$ cat config.mk
export PLATFORM = sky130hd
export DESIGN_NAME = sco_top
export DESIGN_NICKNAME = d
export VERILOG_FILES = /design/src/logic/sco_pkg.sv /design/src/logic/sco_boot_decode.sv /design/src/logic/sco_select.sv /design/src/logic/sco_top.sv
export SDC_FILE = /design/constraint.sdc
export NUM_CORES = 1
export LEC_CHECK = 0
export BUFFER_PORTS_ARGS = -buffer_cell sky130_fd_sc_hd__buf_2
export CAP_MARGIN = 20
export CORE_ASPECT_RATIO = 0.8
export CORE_MARGIN = 2
export CORE_UTILIZATION = 30
export CTS_BUF_LIST = sky130_fd_sc_hd__clkbuf_4 sky130_fd_sc_hd__clkbuf_8
export CTS_CLUSTER_DIAMETER = 120
export CTS_CLUSTER_SIZE = 16
export DETAILED_ROUTE_END_ITERATION = 8
export GPL_TIMING_DRIVEN = 0
export HOLD_SLACK_MARGIN = 0.1
export PLACE_DENSITY = 0.54
export SETUP_SLACK_MARGIN = 0.02
export SKIP_LAST_GASP = 1
export SLEW_MARGIN = 20
export SYNTH_ARGS = -nofsm -noshare
export SYNTH_HDL_FRONTEND = slang
export SYNTH_SLANG_ARGS = --single-unit
$ cat constraint.sdc
create_clock -name clk -period 2.35 [get_ports clk]
set_input_delay 0.235 -clock clk [delete_from_list [all_inputs] [get_ports clk]]
set_output_delay 0.235 -clock clk [all_outputs]
set_load 0.02 [all_outputs]
$ cat src/logic/sco_pkg.sv
// Shared constants, types and helpers for the strap override configuration block.
package sco_pkg;

    // Management bus command code of the override word.
    localparam logic [7:0]  SCO_CMD_OVERRIDE = 8'hd8;

    // Bit positions inside the override word.
    localparam int SCO_POS_GLOBAL  = 15;
    localparam int SCO_POS_SS      = 11;
    localparam int SCO_POS_FAULT   = 10;
    localparam int SCO_POS_ADDR    = 9;
    localparam int SCO_POS_MODE    = 6;
    localparam int SCO_POS_FSW     = 5;
    localparam int SCO_POS_RAMP    = 4;
    localparam int SCO_POS_GAIN    = 3;
    localparam int SCO_POS_OCL     = 2;
    localparam int SCO_POS_VOLTAGE_SELECT_STRAP    = 0;

    // Bits that can hold a one; every other bit reads as zero.
    localparam logic [15:0] SCO_WR_MASK    = 16'h8e7d;
    // Override word and outputs before the first restore.
    localparam logic [15:0] SCO_WORD_RESET = 16'h0000;

    // Index of each function in the selection and written vectors.
    localparam int SCO_NFUNC   = 9;
    localparam int SCO_F_SS    = 0;
    localparam int SCO_F_FAULT = 1;
    localparam int SCO_F_ADDR  = 2;
    localparam int SCO_F_MODE  = 3;
    localparam int SCO_F_FSW   = 4;
    localparam int SCO_F_RAMP  = 5;
    localparam int SCO_F_GAIN  = 6;
    localparam int SCO_F_OCL   = 7;
    localparam int SCO_F_VOLTAGE_SELECT_STRAP  = 8;

    // Boot DAC target in units of 1/4096 V, indexed by the 5-bit boot code.
    localparam logic [11:0] SCO_BOOT_DAC_TBL [32] = '{
        12'h000, 12'h4cc, 12'h500, 12'h534, 12'h568, 12'h59a, 12'h5cc, 12'h600,
        12'h634, 12'h666, 12'h69a, 12'h6cc, 12'h700, 12'h734, 12'h768, 12'h79a,
        12'h7cc, 12'h800, 12'h834, 12'h866, 12'h898, 12'h8cc, 12'h900, 12'h934,
        12'h968, 12'h998, 12'ha00, 12'ha66, 12'hacc, 12'hb34, 12'hb98, 12'hc00};

    // Power-up sequencing states, one-hot.
    typedef enum logic [1:0] {
        SCO_ST_WAIT = 2'b01,
        SCO_ST_RUN  = 2'b10
    } sco_state_t;

    // One setting per overridable function, from strap or from stored memory.
    typedef struct packed {
        logic [3:0] ton_rise;
        logic [1:0] fault_resp;
        logic [6:0] bus_addr;
        logic       light_load;
        logic [1:0] fsw;
        logic [1:0] ramp;
        logic [2:0] gain;
        logic [1:0] ocl;
        logic [4:0] boot_voltage_code;
    } sco_func_t;

    // Keeps only the bits of the override word that exist.
    function automatic logic [15:0] sco_keep_bits(input logic [15:0] w);
        sco_keep_bits = w & SCO_WR_MASK;
    endfunction : sco_keep_bits

endpackage : sco_pkg

$ cat src/logic/sco_boot_decode.sv
// Boot voltage code to reference DAC target lookup.
`timescale 1ns/1ps
`default_nettype none
module sco_boot_decode
    import sco_pkg::*;
(
    // Code in, target out.
    input  wire logic [4:0]  boot_voltage_code,
    output logic      [11:0] boot_dac_voltage
);

    // Fixed table; code 5'h1f gives the highest target.
    assign boot_dac_voltage = SCO_BOOT_DAC_TBL[boot_voltage_code]; // [RULE16]

endmodule : sco_boot_decode
`default_nettype wire

$ cat src/logic/sco_select.sv
// Per-function choice between strap results and stored values.
`timescale 1ns/1ps
`default_nettype none
module sco_select
    import sco_pkg::*;
(
    // Steering inputs.
    input  wire logic [15:0]          ovr_word,
    input  wire logic [SCO_NFUNC-1:0] written,
    input  wire logic                 ext_divider,
    // Candidate values.
    input  wire sco_func_t            strap_val,
    input  wire sco_func_t            nvm_val,
    // Result.
    output sco_func_t                 sel_val,
    output logic      [SCO_NFUNC-1:0] use_strap
);

    logic [SCO_NFUNC-1:0] bypass;

    // Per-function bypass bits in function order.
    assign bypass = {ovr_word[SCO_POS_VOLTAGE_SELECT_STRAP], ovr_word[SCO_POS_OCL], ovr_word[SCO_POS_GAIN],
                     ovr_word[SCO_POS_RAMP], ovr_word[SCO_POS_FSW], ovr_word[SCO_POS_MODE],
                     ovr_word[SCO_POS_ADDR], ovr_word[SCO_POS_FAULT], ovr_word[SCO_POS_SS]};

    // Strap wins by default; a bypass bit or the global bit hands over to the stored
    // value, and once the host rewrites a function the stored side holds its new value.
    always_comb begin
        use_strap = '0;
        for (int i = 0; i < SCO_NFUNC; i++) begin
            use_strap[i] = !ovr_word[SCO_POS_GLOBAL] && !bypass[i] && !written[i]; // [RULE1] [RULE2] [RULE4]
        end
        // An external divider never takes the voltage selection from the strap.
        use_strap[SCO_F_VOLTAGE_SELECT_STRAP] = use_strap[SCO_F_VOLTAGE_SELECT_STRAP] && !ext_divider; // [RULE14]
    end

    // Field multiplexers.
    always_comb begin
        sel_val = nvm_val;
        if (use_strap[SCO_F_SS]) begin
            sel_val.ton_rise = strap_val.ton_rise; // [RULE6]
        end
        if (use_strap[SCO_F_FAULT]) begin
            sel_val.fault_resp = strap_val.fault_resp; // [RULE7]
        end
        if (use_strap[SCO_F_ADDR]) begin
            sel_val.bus_addr = strap_val.bus_addr; // [RULE8]
        end
        if (use_strap[SCO_F_MODE]) begin
            sel_val.light_load = strap_val.light_load; // [RULE9]
        end
        if (use_strap[SCO_F_FSW]) begin
            sel_val.fsw = strap_val.fsw; // [RULE10]
        end
        if (use_strap[SCO_F_RAMP]) begin
            sel_val.ramp = strap_val.ramp; // [RULE11]
        end
        if (use_strap[SCO_F_GAIN]) begin
            sel_val.gain = strap_val.gain; // [RULE12]
        end
        if (use_strap[SCO_F_OCL]) begin
            sel_val.ocl = strap_val.ocl; // [RULE13]
        end
        if (use_strap[SCO_F_VOLTAGE_SELECT_STRAP]) begin
            sel_val.boot_voltage_code = strap_val.boot_voltage_code; // [RULE15]
        end
    end

endmodule : sco_select
`default_nettype wire

$ cat src/logic/sco_top.sv
// Strap override configuration: override word register, power-up latch and selection.
// Summary of operation
// [RULE1] By default strap results take priority over stored values for every function.
// [RULE2] An override bit at one selects the stored value for its function.
// [RULE3] Host writes, stores to EEPROM and power-cycles before an override acts.
// [RULE4] Bit 15 at one disables all strap detection whatever the other bits hold.
// [RULE5] Bits 14 to 12 are read-only, read zero and ignore writes.
// [RULE6] Bit 11 set: stored soft-start value used until soft-start is written.
// [RULE7] Bit 10 set: stored fault responses used until fault responses are written.
// [RULE8] Bit 9 set: stored bus address used until the address is written.
// [RULE9] Bit 6 set: stored light-load mode used until the system word is written.
// [RULE10] Bit 5 set: stored switching frequency used until frequency is written.
// [RULE11] Bit 4 set: stored ramp setting used until compensation is written.
// [RULE12] Bit 3 set: stored gain setting used until compensation is written.
// [RULE13] Bit 2 set: stored current limit used until the limit is written.
// [RULE14] Bit 0 clear: voltage select from strap, unless an external divider is used.
// [RULE15] Bit 0 set: stored boot code and output voltage values until written.
// [RULE16] Boot code decodes through a fixed table into the DAC target.
// [RULE17] Override word is written and read as a word and backed in EEPROM.
// [RULE18] Positions 8, 7 and 1 always read zero.
// [RULE19] Stored word is latched once at power-up and steers selection thereafter.
`timescale 1ns/1ps
`default_nettype none
module sco_top
    import sco_pkg::*;
(
    // Clock and reset.
    input  wire logic                 clk,
    input  wire logic                 rst_b,
    // Decoded management bus word transactions.
    input  wire logic [7:0]           cmd_code,
    input  wire logic                 wr_word_stb,
    input  wire logic [15:0]          wr_data,
    input  wire logic                 rd_word_stb,
    output logic                      wr_ack,
    output logic                      rd_valid,
    output logic      [15:0]          rd_data,
    // Restore from and store to EEPROM.
    input  wire logic                 nvm_restore_stb,
    input  wire logic [15:0]          nvm_word,
    output logic      [15:0]          store_word,
    // Strap results and stored function values.
    input  wire sco_func_t            strap_val,
    input  wire sco_func_t            nvm_val,
    input  wire logic                 ext_divider,
    input  wire logic [SCO_NFUNC-1:0] func_written_stb,
    // Selected configuration.
    output logic                      cfg_valid,
    output logic      [SCO_NFUNC-1:0] sel_strap,
    output sco_func_t                 func_sel,
    output logic      [11:0]          boot_dac_voltage
);

    sco_state_t           state_reg, state_next;
    logic [15:0]          live_reg, live_next;
    logic [15:0]          latched_reg, latched_next;
    logic [SCO_NFUNC-1:0] written_reg, written_next;
    logic                 wr_ack_next, rd_valid_next;
    logic [15:0]          rd_data_reg, rd_data_next;
    logic                 cfg_valid_reg, cfg_valid_next;
    logic [SCO_NFUNC-1:0] sel_strap_reg, sel_strap_next;
    sco_func_t            func_sel_reg, func_sel_next;
    logic [11:0]          boot_dac_reg, boot_dac_next;
    logic                 wr_ack_reg, rd_valid_reg;

    logic                 cmd_hit;
    sco_func_t            sel_val;
    logic [SCO_NFUNC-1:0] use_strap;
    logic [11:0]          dac_lookup;

    assign cmd_hit = (cmd_code == SCO_CMD_OVERRIDE);

    // Source selection works only from the latched copy, never the live word.
    sco_select u_select (
        .ovr_word    (latched_reg),
        .written     (written_reg),
        .ext_divider (ext_divider),
        .strap_val   (strap_val),
        .nvm_val     (nvm_val),
        .sel_val     (sel_val),
        .use_strap   (use_strap)
    );

    sco_boot_decode u_decode (
        .boot_voltage_code (sel_val.boot_voltage_code),
        .boot_dac_voltage  (dac_lookup)
    );

    // Power-up sequencing: wait for the restore, then hold the selection.
    always_comb begin
        state_next   = state_reg;
        latched_next = latched_reg;
        case (state_reg)
            SCO_ST_WAIT: begin
                if (nvm_restore_stb) begin
                    latched_next = sco_keep_bits(nvm_word); // [RULE19]
                    state_next   = SCO_ST_RUN;
                end
            end
            SCO_ST_RUN: begin
                // Later restores and host writes leave the latched copy alone until a
                // fresh power cycle, so a write only acts after store and restart.
                latched_next = latched_reg; // [RULE3]
            end
            default: begin
                state_next   = SCO_ST_WAIT;
                latched_next = SCO_WORD_RESET;
            end
        endcase
    end

    // Live override word: restored once, then written by the host.
    always_comb begin
        live_next = live_reg;
        if (state_reg == SCO_ST_WAIT && nvm_restore_stb) begin
            live_next = sco_keep_bits(nvm_word);
        end
        // A host write in the restore cycle wins, as it is the newer value.
        if (wr_word_stb && cmd_hit) begin
            live_next = sco_keep_bits(wr_data); // [RULE5] [RULE17] [RULE18]
        end
    end

    // Word transaction answers, one cycle after the strobe.
    always_comb begin
        wr_ack_next   = wr_word_stb && cmd_hit;
        rd_valid_next = rd_word_stb && cmd_hit;
        rd_data_next  = rd_data_reg;
        if (rd_word_stb && cmd_hit) begin
            rd_data_next = sco_keep_bits(live_reg); // [RULE5] [RULE18]
        end
    end

    // Sticky record of functions rewritten since power-up; only reset clears it.
    always_comb begin
        written_next = written_reg | func_written_stb;
    end

    // Selected configuration, held at zero until the restore has been latched.
    always_comb begin
        cfg_valid_next = (state_reg == SCO_ST_RUN);
        sel_strap_next = '0;
        func_sel_next  = '0;
        boot_dac_next  = '0;
        if (state_reg == SCO_ST_RUN) begin
            sel_strap_next = use_strap;
            func_sel_next  = sel_val;
            boot_dac_next  = dac_lookup; // [RULE16]
        end
    end

    // Register stage for every group of state.
    always_ff @(posedge clk) begin
        if (!rst_b) begin
            state_reg     <= SCO_ST_WAIT;
            live_reg      <= SCO_WORD_RESET;
            latched_reg   <= SCO_WORD_RESET;
            written_reg   <= '0;
            wr_ack_reg    <= 1'b0;
            rd_valid_reg  <= 1'b0;
            rd_data_reg   <= SCO_WORD_RESET;
            cfg_valid_reg <= 1'b0;
            sel_strap_reg <= '0;
            func_sel_reg  <= '0;
            boot_dac_reg  <= '0;
        end else begin
            state_reg     <= state_next;
            live_reg      <= live_next;
            latched_reg   <= latched_next;
            written_reg   <= written_next;
            wr_ack_reg    <= wr_ack_next;
            rd_valid_reg  <= rd_valid_next;
            rd_data_reg   <= rd_data_next;
            cfg_valid_reg <= cfg_valid_next;
            sel_strap_reg <= sel_strap_next;
            func_sel_reg  <= func_sel_next;
            boot_dac_reg  <= boot_dac_next;
        end
    end

    // Outputs straight from flip-flops; store_word feeds the EEPROM store engine.
    assign wr_ack           = wr_ack_reg;
    assign rd_valid         = rd_valid_reg;
    assign rd_data          = rd_data_reg;
    assign store_word       = live_reg;
    assign cfg_valid        = cfg_valid_reg;
    assign sel_strap        = sel_strap_reg;
    assign func_sel         = func_sel_reg;
    assign boot_dac_voltage = boot_dac_reg;

    // Checks on the behaviour above.

    default_ok_a: assert property (@(posedge clk) disable iff (!rst_b) // [RULE1]
        cfg_valid_reg && $past(latched_reg == 16'h0000 && written_reg == '0 && !ext_divider)
        |-> sel_strap_reg == 9'h1ff)
        else $error("Strap results lost priority with no override set.");

    bypass_src_a: assert property (@(posedge clk) disable iff (!rst_b) // [RULE2]
        cfg_valid_reg && latched_reg[SCO_POS_SS] && !$past(written_reg[SCO_F_SS])
        |-> func_sel_reg.ton_rise == $past(nvm_val.ton_rise))
        else $error("Bypassed function did not take the stored value.");

    latch_hold_a: assert property (@(posedge clk) disable iff (!rst_b) // [RULE3]
        state_reg == SCO_ST_RUN && wr_word_stb && cmd_hit |=> $stable(latched_reg))
        else $error("Host write changed the active selection without a power cycle.");

    global_off_a: assert property (@(posedge clk) disable iff (!rst_b) // [RULE4]
        cfg_valid_reg && latched_reg[SCO_POS_GLOBAL] |-> sel_strap_reg == 9'h000)
        else $error("Strap detection still active under the global bypass.");

    rd_zero_a: assert property (@(posedge clk) disable iff (!rst_b) // [RULE5]
        rd_valid_reg |-> rd_data_reg[14:12] == 3'b000)
        else $error("Read-only bits 14 to 12 read nonzero.");

    ss_bypass_a: assert property (@(posedge clk) disable iff (!rst_b) // [RULE6]
        cfg_valid_reg && latched_reg[SCO_POS_SS] |-> !sel_strap_reg[SCO_F_SS])
        else $error("Soft-start strap used while bypassed.");

    fault_bypass_a: assert property (@(posedge clk) disable iff (!rst_b) // [RULE7]
        cfg_valid_reg && latched_reg[SCO_POS_FAULT] |-> !sel_strap_reg[SCO_F_FAULT])
        else $error("Fault response strap used while bypassed.");

    addr_bypass_a: assert property (@(posedge clk) disable iff (!rst_b) // [RULE8]
        cfg_valid_reg && latched_reg[SCO_POS_ADDR] |-> !sel_strap_reg[SCO_F_ADDR])
        else $error("Bus address strap used while bypassed.");

    mode_bypass_a: assert property (@(posedge clk) disable iff (!rst_b) // [RULE9]
        cfg_valid_reg && latched_reg[SCO_POS_MODE] |-> !sel_strap_reg[SCO_F_MODE])
        else $error("Light-load strap used while bypassed.");

    fsw_bypass_a: assert property (@(posedge clk) disable iff (!rst_b) // [RULE10]
        cfg_valid_reg && latched_reg[SCO_POS_FSW] |-> !sel_strap_reg[SCO_F_FSW])
        else $error("Frequency strap used while bypassed.");

    ramp_bypass_a: assert property (@(posedge clk) disable iff (!rst_b) // [RULE11]
        cfg_valid_reg && latched_reg[SCO_POS_RAMP] |-> !sel_strap_reg[SCO_F_RAMP])
        else $error("Ramp strap used while bypassed.");

    gain_bypass_a: assert property (@(posedge clk) disable iff (!rst_b) // [RULE12]
        cfg_valid_reg && latched_reg[SCO_POS_GAIN] |-> !sel_strap_reg[SCO_F_GAIN])
        else $error("Gain strap used while bypassed.");

    ocl_bypass_a: assert property (@(posedge clk) disable iff (!rst_b) // [RULE13]
        cfg_valid_reg && latched_reg[SCO_POS_OCL] |-> !sel_strap_reg[SCO_F_OCL])
        else $error("Current limit strap used while bypassed.");

    ext_div_a: assert property (@(posedge clk) disable iff (!rst_b) // [RULE14]
        cfg_valid_reg && $past(ext_divider) |-> !sel_strap_reg[SCO_F_VOLTAGE_SELECT_STRAP])
        else $error("Voltage strap used with an external divider.");

    voltage_select_strap_stored_a: assert property (@(posedge clk) disable iff (!rst_b) // [RULE15]
        cfg_valid_reg && latched_reg[SCO_POS_VOLTAGE_SELECT_STRAP] && !$past(written_reg[SCO_F_VOLTAGE_SELECT_STRAP])
        |-> func_sel_reg.boot_voltage_code == $past(nvm_val.boot_voltage_code))
        else $error("Stored boot code not used under the voltage bypass.");

    boot_mid_a: assert property (@(posedge clk) disable iff (!rst_b) // [RULE16]
        state_reg == SCO_ST_RUN && sel_val.boot_voltage_code == 5'h11
        |=> boot_dac_reg == 12'h800)
        else $error("Boot code 10001 did not decode to 0.5 V.");

    boot_top_a: assert property (@(posedge clk) disable iff (!rst_b) // [RULE16]
        state_reg == SCO_ST_RUN && sel_val.boot_voltage_code == 5'h1f
        |=> boot_dac_reg == 12'hc00)
        else $error("Boot code 11111 did not decode to 0.75 V.");

    wr_echo_a: assert property (@(posedge clk) disable iff (!rst_b) // [RULE17]
        wr_word_stb && cmd_hit ##1 rd_word_stb && cmd_hit && !wr_word_stb
        |=> rd_valid_reg && rd_data_reg == ($past(wr_data, 2) & 16'h8e7d))
        else $error("Read word did not return the written override word.");

    rsvd_zero_a: assert property (@(posedge clk) disable iff (!rst_b) // [RULE18]
        rd_valid_reg |-> rd_data_reg[8:7] == 2'b00 && !rd_data_reg[1])
        else $error("Unsupported positions 8, 7 or 1 read nonzero.");

    latch_once_a: assert property (@(posedge clk) disable iff (!rst_b) // [RULE19]
        state_reg == SCO_ST_WAIT && nvm_restore_stb
        |=> latched_reg == ($past(nvm_word) & 16'h8e7d) && state_reg == SCO_ST_RUN
            ##1 $stable(latched_reg))
        else $error("Override word not latched once at restore.");

endmodule : sco_top
`default_nettype wire

==> results of run 1 <==
[cell families after synthesis]
family	Yosys count
flops	92
simple gates	158
mux	58
xor+xnor	3
fa+ha+maj	8
compound gates	69
other cells	1
buf+inv	49
[cells in the final DEF, fill, tap and decap left out, drive strengths merged, types with 5 or more instances in the layout]
master and instances:
a211oi 12, a21oi 10, a22oi 9, a31oi 6, and2 8, buf 196, clkbuf 29, conb 13
dfxtp 92, dlygate4sd3 49, ha 8, inv 10, mux2i 56, nand2 24, nand2b 5, nand3 9
nor2 93, nor3 9, o21ai 9
[worst min-delay path by stage]
stage	from	endpoint
2_1_floorplan	rst_b	state_reg[0]
3_3_place_gp	func_written_stb[0]	written_reg[0]
3_5_place_dp	func_written_stb[8]	written_reg[8]
4_1_cts	strap_val[22]	func_sel[22]
5_1_grt	nvm_word[11]	latched_reg[11]
6_report	strap_val[27]	func_sel[27]
[power by group through the flow]
stage / Clock [mW] / Combinational [mW] / Sequential, mW
global route: 1.24 / 0.871 / 1.64
floorplan: 0 / 0.388 / 1.69
finish: 1.13 / 0.802 / 1.63
global placement: 0 / 0.621 / 1.66
CTS: 1.18 / 0.737 / 1.63
detailed placement: 0 / 0.625 / 1.67
[worst max-delay path, delay by kind of cell, from the launching register on]
kind,cells,cell delay (ps)
AO/OA/AOI/OAI,2,370
adder cells (fa/ha/maj),1,290
buffers and inverters,2,310
flip-flops,1,350
multiplexers,1,210
AND/OR/NAND/NOR,2,650
[what timing repair did]
item	in CTS	in global routing
buffers inserted	5	3
resized for setup	18	21
hold buffers	49	0
setup endpoints to repair	10	10
pin swaps	2	7
cloned	0	1
hold endpoints to repair	32	0
[layout make-up]
cell class | instances | area (µm²) | area share
Timing Repair Buffer | 224 | 1410 | 0.2320
Sequential cell | 92 | 1844 | 0.3035
Buffer | 40 | 240.2 | 0.03953
Tap cell | 175 | 219.0 | 0.03603
Inverter | 9 | 33.78 | 0.005559
Clock buffer | 10 | 137.6 | 0.02265
Multi-Input combinational cell | 309 | 2121 | 0.3490
Clock inverter | 6 | 71.32 | 0.01174
[per-layer routing]
| layer | vias up | wire (µm) | track usage |
|---|---|---|---|
| met3 | 12 | 904 | 0.04473 |
| met1 | 1875 | 5828 | 0.2298 |
| li1 | 1977 | - | - |
| met5 | - | 0 | 0 |
| met4 | 0 | 159 | 0.06155 |
| met2 | 157 | 6193 | 0.3052 |
[cells in the mapped netlist (2+ instances only)]
master	n
nor2_1	93
dfxtp_1	92
mux2i_1	54
nand2_1	23
clkbuf_1	19
buf_4	14
a211oi_1	12
a21oi_1	10
a22oi_1	9
inv_1	9
nand3_1	9
and2_1	8
ha_1	8
nor3_1	8
o21ai_0	7
a31oi_1	6
nand2b_1	5
a21o_1	3
a32o_1	3
buf_1	3
o22ai_1	3
and3_1	2
buf_2	2
buf_6	2
mux2_4	2
o2111ai_1	2
o211ai_1	2
o21ai_1	2
o221ai_1	2
xor2_1	2
[stage by stage]
stage | hold slack [ps] | setup TNS [ps]
after floorplan | 345.4 | 0
after global placement | 439.5 | -3822
after detailed placement | 444.9 | -3927
after CTS | 100.7 | 0
after global routing | 120.9 | 0
final | 123.4 | 0
==> insert_results.sql, run 1 <==
INSERT INTO impl_metrics (metric_group, metric, value, unit) VALUES
('flow_run', 'cap_viol_max_count', '0', ''),
('worst_setup_path', 'critical_register_to_register_path_startpoint', 'latched_reg[15]', ''),
('global_routing', 'grt_start_max_net_pins', '17', ''),
('pwr', 'power.leakage', '2.980', 'nW'),
('die', 'floorplan.core_area', '0.01296', 'mm²'),
('die', 'die_h', '107.4', 'µm'),
('worst_setup_path', 'cp_endpoint', 'boot_dac_voltage[4]', ''),
('clocking', 'clk-insertion-delay-late', '380', 'ps'),
('worst_setup_path', 'timing.critical_path.fanout_max', '10', ''),
('place', 'post-place-cells', '791', ''),
('clocking', 'cts-root-buf', 'clkbuf_8', ''),
('pwr', 'vdd.ir_drop.worst', '0.3797', 'mV'),
('pwr', 'p_sw', '1.037', 'mW'),
('synth', 'synth_async_sr_flop_share', '0', ''),
('global_routing', 'antenna_found_initial', '0', ''),
('pwr', 'power_frac_comb', '0.225', ''),
('pwr', 'p_sw_frac', '0.2915', ''),
('worst_setup_path', 'timing.critical_path.from_type', 'register', ''),
('worst_setup_path', 'criticalPathCategory', 'register to register', ''),
('synth', 'ys_dominant_reg_cell', 'dfxtp_1', ''),
('pwr', 'power-per-cell-area', '585.5', 'mW/mm²'),
('global_routing', 'grt.overflow.total', '0', ''),
('synth', 'synth.yosys.warnings', '0', ''),
('pwr', 'cell_internal_pwr', '2.521', 'mW'),
('global_routing', 'grt_pass1_wl', '20.31', 'mm'),
('sta', 'finalSetupViolCount', '0', ''),
('detailed_routing', 'route.vias.total', '4021', ''),
('status', 'status', 'finished clean', ''),
('place', 'number_of_buffer_cells_added_on_primary_ports', '166', ''),
('die', 'die-width', '133.3', 'µm'),
('clocking', 'tritoncts', 'built', ''),
('pwr', 'power', '3.558', 'mW'),
('worst_setup_path', 'critical_path.max_stage_delay', '570', 'ps'),
('finish', 'filler_cell_count', '1293', ''),
('worst_setup_path', 'timing.critical_path.to_type', 'register', ''),
('worst_setup_path', 'slowest_library_cell_on_the_worst_path', 'or4_4', ''),
('synth', 'yosys.area_share.xor_xnor', '0.006552', ''),
('global_routing', 'grt_usage', '0.1820', ''),
('die', 'die-area', '0.01431', 'mm²'),
('worst_setup_path', 'cp-startpoint', 'latched_reg[15]', ''),
('detailed_routing', 'totalWireLength', '13.09', 'mm'),
('sta', 'worst-slew-pin-transition', '797.9', 'ps'),
('worst_setup_path', 'critical_path_required', '2630', 'ps'),
('finish', 'finalCoreUtilization', '0.4688', ''),
('synth', 'synthCells', '438', ''),
('die', 'ios', '195', ''),
('clocking', 'cts.sink_count', '92', ''),
('synth', 'synth.yosys.seq_area_share', '0.4593', ''),
('detailed_routing', '1st_pass_router_iterations', '4', ''),
('synth', 'ys_seq_elements', '92', ''),
('synth', 'simple_logic_cell_fraction_of_the_synthesized_area', '0.1735', ''),
('synth', 'top_post_synthesis_cells_by_area', 'dfxtp_1 46%, mux2i_1 13%, nor2_1 8.7%', ''),
('synth', 'syn-mean-instance-area', '9.155', 'µm²'),
('pwr', 'portion_of_total_power_attributed_to_sequential_cells', '0.458', ''),
('clocking', 'tritoncts.num_buffers', '9', ''),
('worst_setup_path', 'arrival_time_reported_for_the_critical_path_endpoint', '2570', 'ps'),
('place', 'detailed_place.area', '0.005109', 'mm²'),
('synth', 'synth_top_cell_by_area', 'dfxtp_1', ''),
('synth', 'synth-compound-area-share', '0.1201', ''),
('place', 'gpl.final_weighted_congestion', '0.8693', ''),
('synth', 'synth_enable_flop_cells', '0', ''),
('place', 'place_ws', '-571.9', 'ps'),
('clocking', 'cts_max_level', '3', ''),
('detailed_routing', 'dr.first_iter.drc_count', '191', ''),
('sta', 'finalCritPeriodShare', '0.9743', ''),
('synth', 'synth.area.mux_share', '0.1513', ''),
('finish', 'area.growth.synth_to_final', '51.54', '%'),
('sta', 'grt_setup_unrepaired', 'no', ''),
('worst_hold_path', 'worst_hold_path.num_cells', '3', ''),
('synth', 'mappedNetlistArea', '0.004010', 'mm²'),
('detailed_routing', 'post_drt_wl_per_cell', '15.13', 'µm');
(Power assumes the default switching activity.)
==> run 2, diff against run 1 <==
--- a/config.mk
+++ b/config.mk
@@ -7,8 +7,8 @@
 export LEC_CHECK = 0
 export BUFFER_PORTS_ARGS = -buffer_cell sky130_fd_sc_hd__buf_2
 export CAP_MARGIN = 20
-export CORE_ASPECT_RATIO = 0.8
-export CORE_MARGIN = 2
+export CORE_ASPECT_RATIO = 1.4
+export CORE_MARGIN = 4
 export CORE_UTILIZATION = 30
 export CTS_BUF_LIST = sky130_fd_sc_hd__clkbuf_4 sky130_fd_sc_hd__clkbuf_8
 export CTS_CLUSTER_DIAMETER = 120
==> insert_results.sql, run 2 (synthesized netlist as in run 1, its figures left out) <==
INSERT INTO impl_metrics (metric_group, metric, value, unit) VALUES
('sta', 'finalWorstSetupSlack', '51.05', 'ps'),
('pwr', 'p_sw', '1.072', 'mW'),
('finish', 'finish.cell_count_without_fillers', '866', ''),
('finish', 'area.growth.synth_to_final', '49.67', '%'),
('detailed_routing', '1st_pass_router_iterations', '4', ''),
('finish', 'finalInstanceArea', '0.006002', 'mm²'),
('pwr', 'vdd.ir_drop.worst', '0.2516', 'mV'),
('worst_setup_path', 'criticalPathCategory', 'register to register', ''),
('finish', 'mostFrequentLayoutCell', 'buf_2', ''),
('pwr', 'p_sw_frac', '0.3001', ''),
('worst_setup_path', 'timing.critical_path.to_type', 'register', ''),
('detailed_routing', 'dr.first_iter.drc_count', '92', ''),
('global_routing', 'grt_pass1_wl', '20.58', 'mm'),
('clocking', 'cts.sink_count', '92', ''),
('worst_setup_path', 'timing.critical_path.fanout_max', '5', ''),
('sta', 'finalHoldViolCount', '0', ''),
('finish', 'filler_cell_count', '1312', ''),
('die', 'die_h', '144.8', 'µm'),
('sta', 'finalCritPeriodShare', '0.9783', ''),
('clocking', 'tritoncts', 'built', ''),
('global_routing', 'grt_start_max_net_pins', '19', ''),
('detailed_routing', 'final_antenna_net_count', '0', ''),
('worst_setup_path', 'timing.critical_path.from_type', 'register', ''),
('sta', 'worst-slew-pin-transition', '855.2', 'ps'),
('place', 'place.detailed.hpwl', '10.09', 'mm'),
('sta', 'tns', '0', 'ps'),
('clocking', 'clk_pin_slew', '100', 'ps'),
('global_routing', 'via_count_of_the_first_global_routing_pass', '4161', ''),
('sta', 'fin_crit', '2299', 'ps'),
('place', 'gpl.final_weighted_congestion', '0.8929', ''),
('global_routing', 'grt.overflow.total', '0', ''),
('finish', 'finalCoreUtilization', '0.4618', ''),
('detailed_routing', 'post_drt_wl_per_cell', '15.53', 'µm'),
('flow_run', 'cap_viol_max_count', '0', ''),
('place', 'post-place-cells', '794', ''),
('pwr', 'cell_internal_pwr', '2.499', 'mW'),
('detailed_routing', 'route.vias.total', '4072', ''),
('status', 'status', 'finished clean', ''),
('clocking', 'tritoncts.num_buffers', '9', ''),
('worst_setup_path', 'critical_path_required', '2610', 'ps'),
('finish', 'most-common-layout-cells', '168 x buf_2, 93 x nor2_1, 90 x dfxtp_1, 50 x mux2i_1, 42 x dlygate4sd3_1', ''),
('detailed_routing', 'drc', '0', ''),
('sta', 'grt_setup_unrepaired', 'yes', ''),
('finish', 'final_net_count', '801', ''),
('clocking', 'cts-root-buf', 'clkbuf_8', ''),
('place', 'detailed_place.area', '0.005112', 'mm²'),
('die', 'std_cell_rows', '49', ''),
('clocking', 'clk-insertion-delay-late', '380', 'ps'),
('worst_hold_path', 'hold_class', 'input port to register', ''),
('sta', 'slew-limit-headroom', '0.4254', ''),
('die', 'die-width', '105.7', 'µm'),
('global_routing', 'antenna_found_initial', '0', ''),
('detailed_routing', 'totalWireLength', '13.45', 'mm'),
('finish', 'largest_reg_flops', '28', ''),
('sta', 'finalSetupViolCount', '0', ''),
('pwr', 'power-per-cell-area', '594.9', 'mW/mm²'),
('clocking', 'cts-root-to-sink-buffers', '2', ''),
('pwr', 'portion_of_total_power_attributed_to_sequential_cells', '0.457', ''),
('finish', 'drive_above_1_share', '0.3493', ''),
('global_routing', 'grt_usage', '0.1710', ''),
('pwr', 'power.leakage', '2.968', 'nW'),
('die', 'ios', '195', ''),
('sta', 'fmaxAchievable', '435.0', 'MHz'),
('die', 'start_util', '0.3085', ''),
('pwr', 'p_clk_frac', '0.324', ''),
('pwr', 'power', '3.570', 'mW'),
('place', 'place_ws', '-593.2', 'ps'),
('clocking', 'cts_max_level', '3', ''),
('sta', 'worst_hold_slack', '120.8', 'ps'),
('sta', 'post_route_clock_skew', '15.49', 'ps'),
('worst_setup_path', 'arrival_time_reported_for_the_critical_path_endpoint', '2560', 'ps'),
('detailed_routing', 'avgViaCountPerCell', '4.702', ''),
('pwr', 'power_frac_comb', '0.220', ''),
('sta', 'maxSlewViolCount', '0', ''),
('place', 'number_of_buffer_cells_added_on_primary_ports', '166', ''),
('die', 'die-area', '0.01531', 'mm²'),
('die', 'floorplan.core_area', '0.01300', 'mm²');
-- run 2: final cells by class --
| type | instances | area, µm² | share of cell area |
|---|---|---|---|
| multi-input cells | 309 | 2079 | 0.3465 |
| clock inverters | 7 | 91.34 | 0.01522 |
| repair buffers | 221 | 1361 | 0.2268 |
| flip-flops and latches | 92 | 1847 | 0.3077 |
| well taps | 178 | 222.7 | 0.03711 |
| clock buffers | 9 | 123.9 | 0.02064 |
| plain buffers | 40 | 240.2 | 0.04002 |
| inverters | 9 | 33.78 | 0.005629 |
| diodes | 1 | 2.502 | 0.0004169 |
-- run 2: path summary, 6_finish.rpt --
kind / startpoint / to / slack [ps] / cells past startpoint
setup / recovery: latched_reg[15] / boot_dac_voltage[4] / 50 / 8
hold / removal: strap_val[19] / func_sel[19] / 120 / 3
setup reg to reg: latched_reg[15] / boot_dac_voltage[4] / 50 / 8
hold reg to reg: written_reg[7] / written_reg[7] / 480 / 2
-- run 2: repair_timing --
item | 4_1_cts | 5_1_grt
hold buffers | 42 | 0
setup buffers | 8 | 5
hold endpoints to repair | 27 | 0
gates resized for setup | 19 | 11
pin swaps | 5 | 4
setup endpoints to repair | 10 | 8
-- run 2: power groups by stage --
stage	clock, mW	sequential, mW	combinational (mW)
after floorplan	0	1.69	0.388
after global placement	0	1.66	0.627
after detailed placement	0	1.67	0.628
after CTS	1.20	1.63	0.746
after global routing	1.27	1.64	0.850
final	1.16	1.63	0.784
-- run 2: worst max-delay path: stages (launching register included) --
cell and delay, ps:
dfxtp_4 370, or4_4 530, buf_12 160, mux2i_4 190
buf_4 190, ha_2 210, mux2i_1 200, nand2_1 80
a32o_1 260
-- run 2: layer usage --
metal / global-route usage / vias to the layer above / wire length [µm]
li1: - / 1976 / -
met2: 0.2984 / 185 / 6760
met5: 0 / - / 0
met4: 0.1003 / 0 / 558
met1: 0.1886 / 1867 / 5235
met3: 0.04394 / 44 / 891
